**src/rtl/etm_pkg.sv**
```systemverilog
// shared constants and types for the ethernet throughput monitor
package etm_pkg;
   localparam int          DATA_W          = 64;
   localparam int          KEEP_W          = 8;
   localparam int          CNT_W           = 32;
   localparam int          TAG_W           = 2;
   // cycles of the 156.25 MHz clock in one second
   localparam logic [31:0] ONE_SEC_CYCLES  = 32'h09502f90;
   localparam logic [31:0] HDR_BYTES       = 32'h0000000e;
   localparam logic [7:0]  KEEP_FULL       = 8'hff;
   localparam logic [31:0] CNT_RESET       = 32'h00000000;
   localparam logic [1:0]  TAG_RESET       = 2'h0;
   localparam logic [1:0]  TAG_STEP        = 2'h1;
   // register map of the source end's own control port
   localparam logic [3:0]  REG_CTRL        = 4'h0;
   localparam logic [3:0]  REG_TX_LEN      = 4'h1;
   localparam logic [3:0]  REG_STATUS      = 4'h2;
   localparam logic [3:0]  REG_TX_BYTES    = 4'h3;
   localparam logic [3:0]  REG_TX_PKTS     = 4'h4;
   localparam logic [3:0]  REG_RX_BYTES    = 4'h5;
   localparam logic [3:0]  REG_RX_PKTS     = 4'h6;
   localparam int          CTRL_TX_EN_BIT  = 0;
   localparam int          CTRL_RX_EN_BIT  = 1;
   localparam logic [15:0] TX_LEN_RESET    = 16'h0040;
   typedef enum logic [1:0] {ETM_IDLE, ETM_SEND} etm_gen_state_t;
endpackage

```
**src/rtl/etm_if.sv**
```systemverilog
// stream pair and statistics joining monitor and traffic end
`timescale 1ns/100ps
interface etm_if;
   logic [etm_pkg::DATA_W-1:0] txData;
   logic [etm_pkg::KEEP_W-1:0] txKeep;
   logic                       txLast;
   logic                       txValid;
   logic                       txUser;
   logic                       txReady;
   logic [etm_pkg::DATA_W-1:0] rxData;
   logic [etm_pkg::KEEP_W-1:0] rxKeep;
   logic                       rxLast;
   logic                       rxValid;
   logic                       rxUser;
   logic                       rxReady;
   logic [etm_pkg::CNT_W-1:0]  txByteCount;
   logic [etm_pkg::CNT_W-1:0]  txPktCount;
   logic [etm_pkg::CNT_W-1:0]  rxByteCount;
   logic [etm_pkg::CNT_W-1:0]  rxPktCount;
   modport monitor (
      input  txData, txKeep, txLast, txValid, txUser, txReady,
      input  rxData, rxKeep, rxLast, rxValid, rxUser, rxReady,
      output txByteCount, txPktCount, rxByteCount, rxPktCount
   );
   modport traffic (
      output txData, txKeep, txLast, txValid, txUser, rxReady,
      input  txReady, rxData, rxKeep, rxLast, rxValid, rxUser,
      input  txByteCount, txPktCount, rxByteCount, rxPktCount
   );
endinterface

```
**src/rtl/etm_dir_counter.sv**
```systemverilog
// per-direction byte and packet accumulator for one stream
`timescale 1ns/100ps
module etm_dir_counter #(
   parameter int KEEP_W = etm_pkg::KEEP_W,
   parameter int CNT_W  = etm_pkg::CNT_W
) (
   // clock and reset
   input  wire logic              clk_sys,
   input  wire logic              nrst,
   // observed beat
   input  wire logic [KEEP_W-1:0] keep,
   input  wire logic              valid,
   input  wire logic              ready,
   input  wire logic              last,
   // window control
   input  wire logic              clearAcc,
   // running totals
   output logic      [CNT_W-1:0]  byteAcc,
   output logic      [CNT_W-1:0]  pktAcc
);
   logic [CNT_W-1:0] next_byteAcc;
   logic [CNT_W-1:0] next_pktAcc;
   logic [CNT_W-1:0] beatBytes;
   logic             beat;

   // popcount of keep gives the bytes moved this beat
   always_comb begin
      beatBytes = '0;
      for (int i = 0; i < KEEP_W; i++) begin
         beatBytes = beatBytes + CNT_W'(keep[i]);
      end
   end

   assign beat = valid & ready;

   // accumulation; a beat in the clearing cycle starts the new window
   always_comb begin
      next_byteAcc = clearAcc ? etm_pkg::CNT_RESET : byteAcc;
      next_pktAcc  = clearAcc ? etm_pkg::CNT_RESET : pktAcc;
      if (beat) begin
         next_byteAcc = next_byteAcc + beatBytes;
         if (last) begin
            // header allowance removed; wraps if the window total so far is under 14 bytes
            next_byteAcc = next_byteAcc - CNT_W'(etm_pkg::HDR_BYTES);
            next_pktAcc  = next_pktAcc + CNT_W'(1);
         end
      end
   end

   always_ff @(posedge clk_sys) begin
      if (!nrst) begin
         byteAcc <= etm_pkg::CNT_RESET;
         pktAcc  <= etm_pkg::CNT_RESET;
      end else begin
         byteAcc <= next_byteAcc;
         pktAcc  <= next_pktAcc;
      end
   end
endmodule

```
**src/rtl/etm_monitor.sv**
```systemverilog
// passive one-second throughput monitor on the tx and rx streams
//
// Function
// - timer counts cycles to one second
// - add transmit bytes on handshaked beats
// - add receive bytes on handshaked beats
// - subtract 14 header bytes on last
// - count transmit packets on last beat
// - count receive packets on last beat
// - report byte counts at four-byte resolution
// - two-bit tag steps once per interval
// - publish counts when timer expires
// - software samples about once per second
// - software retries on unchanged tag
// - keep full except final beat
// - last only together with valid
// - beat needs valid and ready high
// - receive MAC ignores ready; rx counts here still need rxReady high
// - tx underrun low, rx user good
`timescale 1ns/100ps
module etm_monitor #(
   parameter logic [31:0] ONE_SEC_COUNT = etm_pkg::ONE_SEC_CYCLES,
   parameter int          CNT_W         = etm_pkg::CNT_W,
   parameter int          TAG_W         = etm_pkg::TAG_W
) (
   // clock and reset
   input  wire logic clk_sys,
   input  wire logic nrst,
   // observed streams and published statistics
   etm_if.monitor    link,
   // expiry marker for local use
   output logic      windowDone
);
   logic [31:0]      timer;
   logic [31:0]      next_timer;
   logic [TAG_W-1:0] tag;
   logic [TAG_W-1:0] next_tag;
   logic             expire;
   // running totals of the open window
   logic [CNT_W-1:0] txBytes;
   logic [CNT_W-1:0] txPkts;
   logic [CNT_W-1:0] rxBytes;
   logic [CNT_W-1:0] rxPkts;
   // next published words
   logic [CNT_W-1:0] next_txB;
   logic [CNT_W-1:0] next_txP;
   logic [CNT_W-1:0] next_rxB;
   logic [CNT_W-1:0] next_rxP;
   // published words; held a whole window so slow software reads agree
   logic [CNT_W-1:0] txByteOut;
   logic [CNT_W-1:0] txPktOut;
   logic [CNT_W-1:0] rxByteOut;
   logic [CNT_W-1:0] rxPktOut;

   assign expire = (timer == ONE_SEC_COUNT - 32'h1);

   always_comb begin
      next_timer = expire ? '0 : timer + 32'h1;
      next_tag   = expire ? tag + TAG_W'(etm_pkg::TAG_STEP) : tag;
   end

   always_ff @(posedge clk_sys) begin
      if (!nrst) begin
         timer <= '0;
         tag   <= etm_pkg::TAG_RESET;
      end else begin
         timer <= next_timer;
         tag   <= next_tag;
      end
   end

   // transmit direction accumulator
   etm_dir_counter #(.KEEP_W(etm_pkg::KEEP_W), .CNT_W(CNT_W)) txCnt (
      .clk_sys  (clk_sys),
      .nrst     (nrst),
      .keep     (link.txKeep),
      .valid    (link.txValid),
      .ready    (link.txReady),
      .last     (link.txLast),
      .clearAcc (expire),
      .byteAcc  (txBytes),
      .pktAcc   (txPkts)
   );

   // receive direction accumulator; ready is observed though the mac ignores it
   etm_dir_counter #(.KEEP_W(etm_pkg::KEEP_W), .CNT_W(CNT_W)) rxCnt (
      .clk_sys  (clk_sys),
      .nrst     (nrst),
      .keep     (link.rxKeep),
      .valid    (link.rxValid),
      .ready    (link.rxReady),
      .last     (link.rxLast),
      .clearAcc (expire),
      .byteAcc  (rxBytes),
      .pktAcc   (rxPkts)
   );

   // publish on expiry, values of the closing window
   always_comb begin
      next_txB = txByteOut;
      next_txP = txPktOut;
      next_rxB = rxByteOut;
      next_rxP = rxPktOut;
      if (expire) begin
         // drop two low bits, tag rides there
         next_txB = {txBytes[CNT_W-1:TAG_W], next_tag};
         next_rxB = {rxBytes[CNT_W-1:TAG_W], next_tag};
         next_txP = {txPkts[CNT_W-1:TAG_W], next_tag};
         next_rxP = {rxPkts[CNT_W-1:TAG_W], next_tag};
      end
   end

   always_ff @(posedge clk_sys) begin
      if (!nrst) begin
         txByteOut  <= etm_pkg::CNT_RESET;
         txPktOut   <= etm_pkg::CNT_RESET;
         rxByteOut  <= etm_pkg::CNT_RESET;
         rxPktOut   <= etm_pkg::CNT_RESET;
         windowDone <= 1'b0;
      end else begin
         txByteOut  <= next_txB;
         txPktOut   <= next_txP;
         rxByteOut  <= next_rxB;
         rxPktOut   <= next_rxP;
         windowDone <= expire;
      end
   end

   assign link.txByteCount = txByteOut;
   assign link.txPktCount  = txPktOut;
   assign link.rxByteCount = rxByteOut;
   assign link.rxPktCount  = rxPktOut;
endmodule

```
**src/flat_wrapper.sv**
```systemverilog
// flat-port wrapper written by rule: the top's interface ports become plain ports
module etm_monitor_flat 
#(
   parameter logic [31:0] ONE_SEC_COUNT = etm_pkg::ONE_SEC_CYCLES,
   parameter int          CNT_W         = etm_pkg::CNT_W,
   parameter int          TAG_W         = etm_pkg::TAG_W
)
  (clk_sys, nrst, windowDone, link_txData, link_txKeep, link_txLast, link_txValid, link_txUser, link_txReady, link_rxData, link_rxKeep, link_rxLast, link_rxValid, link_rxUser, link_rxReady, link_txByteCount, link_txPktCount, link_rxByteCount, link_rxPktCount);
  etm_if link_i ();
  input  wire logic clk_sys;
  input  wire logic nrst;
  output logic windowDone;
  input wire logic [$bits(link_i.txData)-1:0] link_txData;
  input wire logic [$bits(link_i.txKeep)-1:0] link_txKeep;
  input wire logic [$bits(link_i.txLast)-1:0] link_txLast;
  input wire logic [$bits(link_i.txValid)-1:0] link_txValid;
  input wire logic [$bits(link_i.txUser)-1:0] link_txUser;
  input wire logic [$bits(link_i.txReady)-1:0] link_txReady;
  input wire logic [$bits(link_i.rxData)-1:0] link_rxData;
  input wire logic [$bits(link_i.rxKeep)-1:0] link_rxKeep;
  input wire logic [$bits(link_i.rxLast)-1:0] link_rxLast;
  input wire logic [$bits(link_i.rxValid)-1:0] link_rxValid;
  input wire logic [$bits(link_i.rxUser)-1:0] link_rxUser;
  input wire logic [$bits(link_i.rxReady)-1:0] link_rxReady;
  output wire logic [$bits(link_i.txByteCount)-1:0] link_txByteCount;
  output wire logic [$bits(link_i.txPktCount)-1:0] link_txPktCount;
  output wire logic [$bits(link_i.rxByteCount)-1:0] link_rxByteCount;
  output wire logic [$bits(link_i.rxPktCount)-1:0] link_rxPktCount;
  assign link_i.txData = link_txData;
  assign link_i.txKeep = link_txKeep;
  assign link_i.txLast = link_txLast;
  assign link_i.txValid = link_txValid;
  assign link_i.txUser = link_txUser;
  assign link_i.txReady = link_txReady;
  assign link_i.rxData = link_rxData;
  assign link_i.rxKeep = link_rxKeep;
  assign link_i.rxLast = link_rxLast;
  assign link_i.rxValid = link_rxValid;
  assign link_i.rxUser = link_rxUser;
  assign link_i.rxReady = link_rxReady;
  assign link_txByteCount = link_i.txByteCount;
  assign link_txPktCount = link_i.txPktCount;
  assign link_rxByteCount = link_i.rxByteCount;
  assign link_rxPktCount = link_i.rxPktCount;
  etm_monitor #(.ONE_SEC_COUNT(ONE_SEC_COUNT), .CNT_W(CNT_W), .TAG_W(TAG_W)) u_core (.clk_sys(clk_sys), .nrst(nrst), .link(link_i), .windowDone(windowDone));
endmodule
```
**config.mk**
```make
export PLATFORM = sky130hd
export DESIGN_NAME = etm_monitor_flat
export DESIGN_NICKNAME = d
export VERILOG_FILES = /design/src/rtl/etm_pkg.sv /design/src/rtl/etm_if.sv /design/src/rtl/etm_dir_counter.sv /design/src/rtl/etm_monitor.sv /design/src/flat_wrapper.sv
export SDC_FILE = /design/constraint.sdc
export NUM_CORES = 1
export LEC_CHECK = 0
export BUFFER_PORTS_ARGS = -buffer_cell sky130_fd_sc_hd__buf_2
export CAP_MARGIN = 20
export CORE_UTILIZATION = 55
export DETAILED_ROUTE_END_ITERATION = 8
export GPL_ROUTABILITY_DRIVEN = 0
export PLACE_DENSITY = 0.79
export SYNTH_ARGS = -nofsm -noshare
export SYNTH_HDL_FRONTEND = slang
export SYNTH_SLANG_ARGS = --single-unit
```
**constraint.sdc**
```tcl
create_clock -name clk_sys -period 15 [get_ports clk_sys]
set_clock_uncertainty 0.1 [all_clocks]
set_input_delay 0 -clock clk_sys [delete_from_list [all_inputs] [get_ports clk_sys]]
set_output_delay 0 -clock clk_sys [all_outputs]
set_load 0.01 [all_outputs]
```
==> run metrics <==
DRC=0; first-pass GRT wire length=between 60000 and 70000 microns; maximum vdd drop=0.00007534 V; max-cap viol count=0; net switching power=between 0.0006 and 0.0007 W; Syn Inst Count=between 2000 and 2500; CTS buffer count=31; vias per std cell=a little under 6; Die Area=28550 sq um; share of the synthesized area in the top cell type=a little under two fifths; Syn Nets=roughly 2200; Comb power frac=22.5%; core area=between 20000 and 30000 sq um; vias in the first global route=approximately 14000; Die Height=between 150 and 200 microns; top cells by area, synth=dfxtp_1, nand2_1, a21oi_1, nor2_1, xor2_1; detailed-route via count=roughly 15000; CP Capture Type=flop; worst slew pin tran=about 1.0 ns; ys flop type=dfxtp_1; fmax=about 0.14 GHz; diode count=0; Setup CP Type=reg2reg; nets=between 2000 and 2500; relative slew slack=between 30% and 40%; clock buffer depth=3; DRT Pass-1 Iters=5; Hold-fix buffers, CTS=14; synth warn=0; placed wire-length estimate=about 26000 microns; Initial Utilization=between 50% and 60%; Net Sw Frac=between 30% and 40%; syn avg cell area=about 7.6 sq um; DR iter-0 viols=between 1000 and 1500; Crit path required time=15.33 ns; leak pwr=roughly 6.4 nW; Max FO, Critical Path=just over 70; Critical Path Start Type=flop; post-route ant nets=0; Layout fillers=~2400; PortBufs=between 150 and 200; period utilization=about half; status=finished, final reports clean; synthesized area=roughly 15000 sq um; Final min period=approximately 7.3 ns; Pins Over Slew Limit=0; die width=between 150 and 200 microns; clk slew on worst S/H paths=roughly 0.060 ns; cell internal pwr=approximately 0.0014 W; R2R Path End=u_core.txCnt.byteAcc[27]; Post-synth EDFFs=0; R2R depth=21; Seq/Total Area, Yosys=a little under two fifths; Critical Path End=u_core.txCnt.byteAcc[27]; CP startpoint=u_core.timer[15]; setup violators final=0; Congestion Overflow GR=0; Clk Tree Root Cell=clkbuf_16; Fin Setup TNS=0 ns; Synth async-reset ratio=0%; clk_lat worst skew=~0.56 ns; CTS tree=done; wire per inst=between 15 and 20 microns; Sequential Power Share=41.9%; R2R Path Start=u_core.timer[15]; FP Rows=60; R2R setup slack=7.74 ns; Distinct cells, synth=86; postcts setup bufs=0; total power=around 0.002 W; Yosys top cell by area=dfxtp_1; post-synthesis register bit count=285; P per Cell Area=approximately 120 nW/um^2; largest net degree at the start of global routing=99; antenna violations before repair=0; DRT Wirelength=39330 microns; Arr. time, crit path=between 7 and 8 ns; I/O pins=between 200 and 300; final hold vios=0; share of layout cells above drive strength 1=roughly 12%; CTS sink cnt=~290; Resized cells post-CTS=0; hold crit path type=in2reg; gr usage total=27.03%; H-tree Lvls=1; RSZ-0062 raised after global routing=false; clock network fraction of total power=approximately 36%; area grow syn2layout=12.34%
## power by group through the flow
stage               sequential, W  clock (W)  combinational, W
global placement         0.000845          0          0.000413
finish                   0.000833   0.000707          0.000448
global route             0.000838   0.000751          0.000497
detailed placement       0.000847          0          0.000431
floorplan                0.000814          0          0.000375
CTS                      0.000830   0.000717          0.000441
## state kept, by name, indices dropped and copies added (netlist names)
| name | flops |
|---|---|
| u_core.txCnt.pktAcc | 32 |
| u_core.link.rxByteCount | 30 |
| u_core.windowDone | 1 |
| u_core.link.txPktCount | 30 |
| u_core.rxCnt.pktAcc | 32 |
| u_core.link.txByteCount | 30 |
| u_core.link.rxPktCount | 32 |
| u_core.rxCnt.byteAcc | 32 |
| u_core.txCnt.byteAcc | 32 |
| u_core.timer | 32 |
| u_core.tag | 2 |
## layer usage
metal  vias up  wire, microns  GRT usage, %
met5         -              0             0
met4         0            807         9.479
met3        92           2765         3.133
met2       532          18880         47.23
met1      6848          16870         34.42
li1       7119              -             -
## cells in the final DEF, fill, tap and decap left out, types with 7 or more instances in the layout
cell type      Yosys  routed
nand2_1          398     397
dfxtp_1          285     285
a21oi_1          207     207
nor2_1           190     189
buf_2              2     152
nand3_1           91      91
xor2_1            77      77
xnor2_1           74      74
o21ai_0           69      69
nor3_1            52      51
and3_1            47      47
inv_1             36      35
clkbuf_16          0      31
nand4_1           27      27
or3_1             26      26
and2_1            21      21
nor4_1            20      19
a211oi_1          18      18
ha_1              17      17
dlygate4sd3_1      0      14
buf_4              6      14
o211ai_1          13      13
clkbuf_1         117      12
fa_1              10      10
o21a_1             9       9
and4_1             9       9
a31o_2             9       9
mux2i_1            9       9
a21o_1             8       8
or2_2              8       8
or4_1              8       8
o31ai_1            8       8
o22ai_1            7       7
a31oi_1            7       7
nand3b_1           7       7
nand2b_1           7       7
## cells in the mapped netlist (6+ instances only)
cell type and number:
o22ai_1 7, o21ai_0 69, clkbuf_1 117, buf_1 6, or4_1 8, nor2_1 190
nand2_1 398, xor2_1 77, nand3b_1 7, nor4_1 20, a31oi_1 7, nand3_1 91
or2_2 8, nand2b_1 7, xnor2_1 74, a211oi_1 18, o211ai_1 13, a31o_2 9
dfxtp_1 285, a21oi_1 207, and4_1 9, o21a_1 9, buf_4 6, ha_1 17
nor2b_1 6, inv_1 36, o31ai_1 8, and2_1 21, nor3_1 52, or3_1 26
fa_1 10, a21o_1 8, o31a_1 6, and3_1 47, nand4_1 27, mux2i_1 9
## layout make-up
cell class | count | area, sq um | share of cell area, %
Clock buffer | 48 | 889.6 | 5.164
Sequential cell | 285 | 5705 | 33.12
Timing Repair Buffer | 180 | 1006 | 5.840
Inverter | 36 | 140.1 | 0.8135
Tap cell | 372 | 465.4 | 2.702
Clock inverter | 6 | 42.54 | 0.2469
Multi-Input combinational cell | 1562 | 8977 | 52.11
## worst min-delay path by stage
stage | start | cells past startpoint | slack [ns] | endpoint
floorplan | link_txLast | 2 | 0.09 | u_core.txCnt.byteAcc[2]
global placement | link_rxLast | 4 | 0.28 | u_core.rxCnt.byteAcc[1]
detailed placement | link_rxLast | 4 | 0.29 | u_core.rxCnt.byteAcc[1]
CTS | link_txValid | 4 | 0.15 | u_core.txCnt.byteAcc[3]
global route | link_txValid | 4 | 0.19 | u_core.txCnt.byteAcc[2]
finish | link_txValid | 4 | 0.17 | u_core.txCnt.byteAcc[3]
## critical path: stages (launching register included)
cell      delay [ns]
dfxtp_1         0.36
nor4b_1         0.58
nand2_1         0.18
or4_4           0.65
buf_4           0.39
nand2_1         0.18
fa_1            0.46
fa_1            0.45
inv_1           0.08
fa_1            0.21
inv_1           0.06
fa_1            0.40
nor2b_1         0.19
o21ai_1         0.24
a211oi_2        0.77
and4_1          0.30
o21ai_0         0.10
o31ai_1         0.49
nand3_1         0.30
nor3b_1         0.33
xor2_1          0.18
o21ai_0         0.08
## stage by stage
step	hold slack, ns	area [sq um]	util (%)	setup WS, ns	instances
final	0.1713	17230	63.39	7.736	2489
after global routing	0.1945	17230	63.39	7.263	2489
after CTS	0.1467	17230	63.39	7.793	2489
after detailed placement	0.2885	16150	59.44	7.804	2421
after global placement	0.2802	16150	59.44	8.045	2421
after floorplan	0.09180	15330	-	8.206	2016
## cell families after synthesis
kind of cell / Yosys count / synth area share, %
buf+inv: 169 / 4.398
fa+ha+maj: 27 / 2.693
compound gates: 426 / 17.11
xor+xnor: 151 / 8.624
flops: 285 / 37.21
simple gates: 942 / 28.84
mux: 16 / 1.126
Note: power is estimated with default switching activity, not from simulation.
